===== config.mk =====
export PLATFORM = sky130hd
export DESIGN_NAME = mmo_order
export DESIGN_NICKNAME = d
export VERILOG_FILES = /design/src/verilog/mmo_pkg.sv /design/src/verilog/mmo_order.sv
export VERILOG_INCLUDE_DIRS = /design/src /design/src/verilog
export SDC_FILE = /design/constraint.sdc
export NUM_CORES = 2
export LEC_CHECK = 0
export ABC_AREA = 1
export BUFFER_PORTS_ARGS = -buffer_cell sky130_fd_sc_hd__buf_4
export CAP_MARGIN = 20
export CORE_MARGIN = 3
export CORE_UTILIZATION = 60
export CTS_BUF_LIST = sky130_fd_sc_hd__clkbuf_8
export CTS_CLUSTER_DIAMETER = 60
export CTS_CLUSTER_SIZE = 24
export DETAILED_ROUTE_END_ITERATION = 10
export PLACE_DENSITY = 0.78
export SYNTH_ARGS = -nofsm -noshare
export SYNTH_HDL_FRONTEND = slang
export SYNTH_SLANG_ARGS = --single-unit

===== constraint.sdc =====
create_clock -name core_clk -period 8.55 [get_ports core_clk]
set_clock_uncertainty 0.15 [all_clocks]
set_input_delay 1.71 -clock core_clk [delete_from_list [all_inputs] [get_ports core_clk]]
set_output_delay 1.71 -clock core_clk [all_outputs]
set_load 0.02 [all_outputs]

===== src/verilog/mmo_defines.svh =====
/*
 * Constants for the shared-memory ordering unit: widths, depth and the
 * reset value of the shared words.
 * Assumes it is included by bare name; the guard lets it be included more than once.
 */
`ifndef MMO_DEFINES_SVH
`define MMO_DEFINES_SVH

// ************************************************************
// widths and sizes
// ************************************************************
`define MMO_AW        4
`define MMO_DW        32
`define MMO_NCORE     4
`define MMO_NCORE_MIN 2
`define MMO_NCORE_MAX 8

// ************************************************************
// reset value and store answer data
// ************************************************************
`define MMO_MEM_RST   32'h0000_0000
`define MMO_ACK_DATA  32'h0000_0000

`endif


===== src/verilog/mmo_pkg.sv =====
/*
 * Types shared by the ordering unit and its users: operation codes,
 * the request carrier and the per-core state record.
 * Assumes mmo_defines.svh is on the include path.
 */
`include "mmo_defines.svh"

package mmo_pkg;

   // ************************************************************
   // operation codes
   // ************************************************************
   typedef enum logic [1:0] {
      MMO_LOAD      = 2'b00,
      MMO_STORE     = 2'b01,
      MMO_LOCK_SWAP = 2'b11,
      MMO_LOCK_ADD  = 2'b10
   } mmo_op_e;

   typedef logic [`MMO_AW-1:0] mmo_addr_t;
   typedef logic [`MMO_DW-1:0] mmo_data_t;

   // ************************************************************
   // request carrier, one per core
   // ************************************************************
   typedef struct packed {
      mmo_op_e   op;
      mmo_addr_t addr;
      mmo_data_t data;
   } mmo_req_s;

   // ************************************************************
   // per-core state: pending op, store buffer, answer
   // ************************************************************
   typedef struct packed {
      logic      pend;
      mmo_op_e   op;
      mmo_addr_t addr;
      mmo_data_t data;
      logic      sb_v;
      mmo_addr_t sb_addr;
      mmo_data_t sb_data;
      logic      rsp_v;
      mmo_data_t rsp_data;
   } mmo_core_s;

endpackage


===== src/verilog/mmo_order.sv =====
/*
 * Shared-memory ordering unit: several in-order cores reach one shared
 * word memory through a single serialising port, each with a one-entry
 * store buffer that forwards to its own loads only.
 * Assumes every requester is on core_clk and holds a request stable
 * until req_ready; srst is synchronous to core_clk.
 */
`timescale 1ns/1ps
`include "mmo_defines.svh"

module mmo_order #(
   parameter int NCORE = `MMO_NCORE
) (
   input  wire logic                                  core_clk,
   input  wire logic                                  srst,
   input  wire logic              [NCORE-1:0]         req_valid,
   input  wire mmo_pkg::mmo_req_s [NCORE-1:0]         req,
   output logic                   [NCORE-1:0]         req_ready,
   output logic                   [NCORE-1:0]         rsp_valid,
   output mmo_pkg::mmo_data_t     [NCORE-1:0]         rsp_data,
   output logic                   [NCORE-1:0]         sb_pending
);
   import mmo_pkg::*;

   // ************************************************************
   // sizes and elaboration check
   // ************************************************************
   localparam int DEPTH = 1 << `MMO_AW;
   localparam int RRW   = $clog2(NCORE);

   // refuse core counts that the round robin and the state record were not
   // sized for; caught at elaboration so no silent wrap of the pointer
   if (NCORE < `MMO_NCORE_MIN || NCORE > `MMO_NCORE_MAX) begin : g_bad_ncore
      $error("mmo_order: NCORE out of range");
   end

   // a pointer narrower than one bit cannot name two cores
   if (RRW < 1) begin : g_bad_rrw
      $error("mmo_order: round robin pointer too narrow");
   end

   typedef struct packed {
      mmo_core_s [NCORE-1:0]            core;
      logic      [RRW-1:0]              rr;
      logic      [DEPTH-1:0][`MMO_DW-1:0] mem;
   } mmo_state_s;

   mmo_state_s             st;
   mmo_state_s             next_st;
   logic       [NCORE-1:0] want_load;
   logic       [NCORE-1:0] want_lock;
   logic       [NCORE-1:0] want_drain;
   logic       [NCORE-1:0] load_hit;

   // ************************************************************
   // request acceptance: one op in flight per core
   // ************************************************************
   // a core waits for each answer, so program order is kept except that a load may pass its own buffered store
   always_comb begin
      for (int i = 0; i < NCORE; i++) begin
         req_ready[i] = !st.core[i].pend
                        && !(req[i].op == MMO_STORE && st.core[i].sb_v);
      end
   end

   // ************************************************************
   // next state
   // ************************************************************
   // one memory port granted round robin: every store, locked op and load that
   // misses its own buffer meets the memory at a single point, which makes one global order
   // hazards handled here:
   //  - a drain and a new store of one core never meet in one cycle, since
   //    the store is refused while the buffer is full
   //  - a forwarded load and a drain of the same core may meet; the load
   //    reads the buffer copy, the drain writes the same value to memory
   //  - a locked op waits for its own buffer to empty, so it can never
   //    overtake an older store of its core
   // trade-off: one access per cycle keeps ordering trivial at the cost of
   // bandwidth; with many busy cores a load may wait up to NCORE cycles
   always_comb begin
      int        j;
      int        gnt_idx;
      logic      gnt_v;
      mmo_data_t old_val;
      j       = 0;
      gnt_idx = 0;
      gnt_v   = 1'b0;
      old_val = '0;
      next_st = st;

      // classify what each core wants from the shared port
      for (int i = 0; i < NCORE; i++) begin
         next_st.core[i].rsp_v = 1'b0;
         load_hit[i]   = st.core[i].pend && st.core[i].op == MMO_LOAD
                         && st.core[i].sb_v
                         && st.core[i].sb_addr == st.core[i].addr;
         want_load[i]  = st.core[i].pend && st.core[i].op == MMO_LOAD
                         && !load_hit[i];
         // locked op waits until its own earlier store has drained
         want_lock[i]  = st.core[i].pend && st.core[i].op[1]
                         && !st.core[i].sb_v;
         want_drain[i] = st.core[i].sb_v;
      end

      // round-robin pick of a single winner
      for (int k = 0; k < NCORE; k++) begin
         j = int'(st.rr) + k;
         if (j >= NCORE) begin
            j = j - NCORE;
         end
         if (!gnt_v && (want_load[j] || want_lock[j] || want_drain[j])) begin
            gnt_v   = 1'b1;
            gnt_idx = j;
         end
      end

      // own-store forwarding: invisible to every other core
      for (int i = 0; i < NCORE; i++) begin
         if (load_hit[i]) begin
            next_st.core[i].rsp_v    = 1'b1;
            next_st.core[i].rsp_data = st.core[i].sb_data;
            next_st.core[i].pend     = 1'b0;
         end
      end

      // service of the granted core
      if (gnt_v) begin
         if (want_load[gnt_idx]) begin
            // a load may pass the core's buffered store to another word
            next_st.core[gnt_idx].rsp_v    = 1'b1;
            next_st.core[gnt_idx].rsp_data = st.mem[st.core[gnt_idx].addr];
            next_st.core[gnt_idx].pend     = 1'b0;
         end else if (want_lock[gnt_idx]) begin
            // read and write in the same cycle: nothing can slip between
            old_val = st.mem[st.core[gnt_idx].addr];
            if (st.core[gnt_idx].op == MMO_LOCK_SWAP) begin
               next_st.mem[st.core[gnt_idx].addr] = st.core[gnt_idx].data;
            end else begin
               next_st.mem[st.core[gnt_idx].addr] = old_val + st.core[gnt_idx].data;
            end
            // answer on the same edge as the write, so later ops cannot overtake
            next_st.core[gnt_idx].rsp_v    = 1'b1;
            next_st.core[gnt_idx].rsp_data = old_val;
            next_st.core[gnt_idx].pend     = 1'b0;
         end else begin
            // drain: the store becomes visible to all cores at once
            next_st.mem[st.core[gnt_idx].sb_addr] = st.core[gnt_idx].sb_data;
            next_st.core[gnt_idx].sb_v            = 1'b0;
         end
         if (gnt_idx + 1 >= NCORE) begin
            next_st.rr = '0;
         end else begin
            next_st.rr = RRW'(gnt_idx + 1);
         end
      end

      // take new requests; a store is acknowledged once buffered
      for (int i = 0; i < NCORE; i++) begin
         if (req_valid[i] && req_ready[i]) begin
            if (req[i].op == MMO_STORE) begin
               next_st.core[i].sb_v     = 1'b1;
               next_st.core[i].sb_addr  = req[i].addr;
               next_st.core[i].sb_data  = req[i].data;
               next_st.core[i].rsp_v    = 1'b1;
               next_st.core[i].rsp_data = `MMO_ACK_DATA;
            end else begin
               next_st.core[i].pend = 1'b1;
               next_st.core[i].op   = req[i].op;
               next_st.core[i].addr = req[i].addr;
               next_st.core[i].data = req[i].data;
            end
         end
      end
   end

   // ************************************************************
   // state register
   // ************************************************************
   // reset clears every answer and every buffer, so no core sees a stale
   // value or a store that was never acknowledged; the memory words are
   // set to their reset value in the same edge
   always_ff @(posedge core_clk) begin
      if (srst) begin
         st     <= '0;
         st.mem <= {DEPTH{`MMO_MEM_RST}};
      end else begin
         st <= next_st;
      end
   end

   // ************************************************************
   // outputs, all from flip-flops
   // ************************************************************
   // limitation: sb_pending only shows that a store is still private to its
   // core; it says nothing about which word is buffered
   always_comb begin
      for (int i = 0; i < NCORE; i++) begin
         rsp_valid[i]  = st.core[i].rsp_v;
         rsp_data[i]   = st.core[i].rsp_data;
         sb_pending[i] = st.core[i].sb_v;
      end
   end

endmodule


# Yosys cells after proc, flatten, opt, wreduce, memory -nomap -nowiden
# Cells that the tools add are included.
[totals]
input_bits = 158
output_inout_bits = 140
ff_bits = 950
elab_cells = 266
[classes]
mux = 105
addsub = 9
reduce_logical = 74
eq_ne = 9
order_cmp = 15
bitwise_logic = 1
[ops]
columns = ["op", "n"]
rows = [
  ["436-bit bitwise mux", 4],
  ["512-bit bitwise mux", 3],
  ["512-bit two-way mux", 3],
  ["950-bit two-way mux", 1],
  ["109-bit demux with 2-bit select", 4],
  ["436-bit two-way mux", 2],
  ["109-bit two-way mux", 5],
  ["32-bit two-way mux", 12],
  ["70-bit two-way mux", 5],
  ["32-bit demux with 4-bit select", 2],
  ["109-bit binary-select mux with 2-bit select", 1],
  ["108-bit two-way mux", 2],
  ["33-bit two-way mux", 5],
  ["32-bit by 4-bit less-than comparator with 1-bit output, second input constant", 5],
  ["39-bit two-way mux", 4],
  ["32-bit binary-select mux with 4-bit select", 1],
  ["1-bit logical AND", 42],
  ["1-bit two-way mux", 36],
  ["32-bit by 2-bit adder with 32-bit output, second input constant", 1],
  ["32-bit adder", 1],
  ["32-bit by 1-bit greater-or-equal comparator with 1-bit output, second input constant", 1],
  ["32-bit by 4-bit greater-or-equal comparator with 1-bit output, second input constant", 1],
  ["1-bit binary-select mux with 2-bit select", 14],
  ["1-bit zero test", 19],
  ["16 further kinds", 39],
]

# Longest topological paths before layout
[logic_depth]
depth_word = 35
mapped_depth = 48
depth_no_buf = 44

# Least setup slack after synthesis
# Ideal clock, no wire load.
[synth_timing]
path_kind = "register to register"
startpoint = "register st[513] (netlist name)"
endpoint = "register st[122] (netlist name)"
n_path_buf = 5
path_stages_with_launch = 44
slack_ps = 1834
t_arrival_ps = 6445
required_ps = 8278
setup_ps = 122
synth_period_minus_slack_ps = 6716
cell_sequence = "dfxtp_1 > clkinv_1 > ha_1 > inv_1 > nor2_1 > nand4_1 > nand2_2 > nand3_1 > nor2_1 > nand2_1 > clkinv_1 > nor2_2 > buf_4 > nand2_1 > nand2_2 > nand2_1 > buf_2 > buf_4 > [... 8 more ...] > o21ai_0 > nand2_1 > nand2_1 > a21boi_0 > o21ai_0 > a21boi_0 > o21ai_0 > nand3_1 > nand2_1 > a21oi_1 > xor2_1 > inv_1 > nand2_1 > o21ai_0 > inv_1 > buf_2 > a221oi_1 > nor2_1"
[synth_between]
elab_chain_cells = 27
elab_cells_between_ends = 103
classes_between = "add/sub: 8; order compare: 8; eq/ne: 1; mux: 68; bitwise: 1; reduce/logical: 17"
[synth_rtl]
columns = ["element", "line", "text"]
rows = [
  ["start, declared", "mmo_order.sv:48", "mmo_state_s st;"],
  ["start signal, assigned", "mmo_order.sv:187", "st <= next_st;"],
  ["branches (longest 27 deep; another with 3-bit by 3-bit subtractor with 4-bit output)", "n/a", ""],
]
# Parallel ways; which one is timed is not known. The select of a mux whose other input is x is not followed.
# A chain may end at the register's enable or synchronous reset.

# Final worst setup path
[layout_timing]
startpoint = "register st[513] (netlist name)"
endpoint = "register st[318] (netlist name)"
# Same word-level chain as after synthesis.

==> results.sh <==
export IMPL_crit_top_cell="buf_4"
export IMPL_status="finished, final reports clean"
export IMPL_first_pass_iters=7
export IMPL_routed_via_density=6.53
export IMPL_place_congestion=0.965
export IMPL_drive_gt1_share_pct=10.3
export IMPL_synth_top_cell_area_share_pct=39.5
export IMPL_rrSetupSlack_ns=0.33
export IMPL_crit_start="st[513]$_SDFFE_PP0N_"
export IMPL_synth_edf_count=0
export IMPL_worst_slew_pin_slew_ns=1.21
export IMPL_routedWlPerCell_um=24.0
export IMPL_multiInputGateArea_um2=23700
export IMPL_worstPathRequired_ns=8.99
export IMPL_fp_row_count=103
export IMPL_die_h_um=289
export IMPL_die_area_um2=83700
export IMPL_ys_ff_latch=950
export IMPL_slew_violations=0
export IMPL_ioPinCount=298
export IMPL_drt_total_wl_um=188000
export IMPL_numCtsBuffers=69
export IMPL_grt_pass1_wl_um=277000
export IMPL_ys_types=54
export IMPL_min_to="st[827]$_SDFFE_PP0P_"
export IMPL_rr_endpoint="st[318]$_SDFFE_PP0P_"
export IMPL_htreeDepth=3
export IMPL_start_util_pct=60.7
export IMPL_postSynthAreaPerCell_um2=6.93
export IMPL_max_freq_mhz=122
export IMPL_globalRouteOverflowTotal=0
export IMPL_max_cap_violations=0
export IMPL_path_clk_slew_ns=0.12
export IMPL_r2r_start="st[513]$_SDFFE_PP0N_"
export IMPL_syn_nets=7157
export IMPL_cpMaxStageDelayCell="nand4_1"
export IMPL_r2r_cells=37
export IMPL_utilization_pct=64.5
export IMPL_fin_hold_ws_ns=0.304
export IMPL_synthFlopType="dfxtp_1"
export IMPL_slowest_delay_ns=0.57
export IMPL_cp_end_kind="register"
export IMPL_area_delta_synth_final_pct=6.17
export IMPL_post_route_drc_count=0
export IMPL_final_common_cell="a21oi_1"
export IMPL_hold_path_class="reg2reg"
export IMPL_cts_root_buf="clkbuf_8"
export IMPL_synth_area_um2=48100
export IMPL_finalHoldViolCount=0
export IMPL_netlist_instances=6950
export IMPL_min_period_ns=8.22
export IMPL_synth_largest_area_cell="dfxtp_1"
export IMPL_numPortBuffers=297
export IMPL_vias=51269
export IMPL_cts_tree="done"
export IMPL_synth_area_leaders="dfxtp_1 40%, a21oi_1 15%, o21ai_0 13%"
export IMPL_cp_arrival_ns=8.65
export IMPL_cts_sinks=950
export IMPL_n_fill_cell=7219
export IMPL_antenna_left=0
export IMPL_first_global_vias=45691
export IMPL_layout_common_cells="1,442 x a21oi_1, 1,255 x o21ai_0, 950 x dfxtp_1"
export IMPL_grt_max_degree=294
export IMPL_critPathKind="reg2reg"
export IMPL_core_um2=79300
export IMPL_die_w_um=289
export IMPL_worst_setup_path_start_kind="register"
export IMPL_dpl_hpwl_um=118000
export IMPL_ys_seq_area_share_pct=39.5
export IMPL_critical_path_max_fanout=23
export IMPL_ys_warn_count=0
export IMPL_drt_iter0_drc=8606
export IMPL_synthArstFlopShare_pct=0
export IMPL_fin_nets=6947
export IMPL_ctsHoldBuffers=0
export IMPL_hold_depth=2
export IMPL_grt_util_all_layers_pct=42.8
export IMPL_worstSkewPairLatency_ns=0.77
export IMPL_fin_crit_sh_pct=96.1
export IMPL_cts_max_path_buffers=3
export IMPL_finalSetupViolations=0
export IMPL_min_from="st[827]$_SDFFE_PP0P_"
export IMPL_register_area_um2=19000
export IMPL_antenna_found_initial=5
export IMPL_max_slew_margin_pct=19.7
-- cells in the mapped netlist, drive strengths merged, types with 2 or more instances --
cell type	instances
nor3	5
a31oi	11
ha	48
o211ai	17
dfxtp	950
o21bai	2
o21a	3
xnor2	7
a21boi	5
clkinv	3
nand4	42
a22oi	36
a21oi	1445
a211oi	20
a221oi	42
a32o	2
nand2	713
o2bb2ai	3
inv	515
o311ai	2
clkbuf	350
nor2	716
o22ai	189
buf	376
nand3	73
o21ai	1334
xor2	22
a32oi	8
-- sequential cells by signal, summed over array words and instances, names as in the netlist --
register,cells
st,814
sb_pending,4
rsp_valid,4
rsp_data,128
-- cell families after synthesis --
group                    count (synthesis)  synth area share [%]
AO/OA/AOI/OAI                         3123                  34.2
buffers and inverters                 1244                  11.7
multiplexers                             1                0.0208
XOR/XNOR                                29                 0.528
flip-flops                             950                  39.5
AND/OR/NAND/NOR                       1554                  12.8
adder cells (fa/ha/maj)                 49                  1.29
-- routing by layer --
metal	track usage (%)	share of wire, %	up-vias
met4	22.4	6.2	0
li1	-	-	23140
met2	62.6	41	4036
met1	57.6	38	23250
met3	11.5	15	843
met5	0	0	-
-- critical path: cells and delay by family (launching register included) --
kind	cells	cell delay, ns
AOI/OAI and AO/OA	12	2.35
xor gates and xnor gates	1	0.21
adders and majority gates	2	0.63
buffers and inverters	9	1.91
DFF	1	0.54
and+or+nand+nor	13	2.25
-- how the worst max path moves through the flow --
stage                            to  slack [ns]  cells past startpoint
2_1_floorplan  st[122]$_SDFFE_PP0P_        1.83                     43
3_3_place_gp   st[313]$_SDFFE_PP0P_        0.28                     40
3_5_place_dp   st[509]$_SDFFE_PP0P_        0.11                     41
4_1_cts        st[317]$_SDFFE_PP0P_        0.07                     41
5_1_grt        st[285]$_SDFFE_PP0P_       -0.06                     36
6_report       st[318]$_SDFFE_PP0P_        0.33                     37
-- per-stage QoR --
stage / setup WS (ns) / area, µm² / TNS, ns / instances
floorplan: 1.83 / 48100 / 0 / 6950
CTS: 0.0666 / 50900 / 0 / 7834
finish: 0.335 / 51100 / 0 / 7850
global route: -0.0595 / 51100 / -0.202 / 7849
detailed placement: 0.108 / 49300 / 0 / 7707
global placement: 0.281 / 49300 / 0 / 7705
-- repair_timing --
item,in CTS,in global routing
setup endpoints to repair,0,232
buffers inserted,0,6
resized for setup,0,10
-- cell type report --
cell class                 instances  area share (%)
antenna                            4          0.0196
clock buffer                      73            1.97
clock inverter                    54            1.10
inverter                         518            3.82
multi-input combinational       4757            46.4
sequential                       950            37.2
tap                             1050            2.57
timing repair buffer             444            6.92
Power is left out: the tool's default activity adds up to more than one toggle a clock period on the data nets, which glitch-free logic cannot reach.
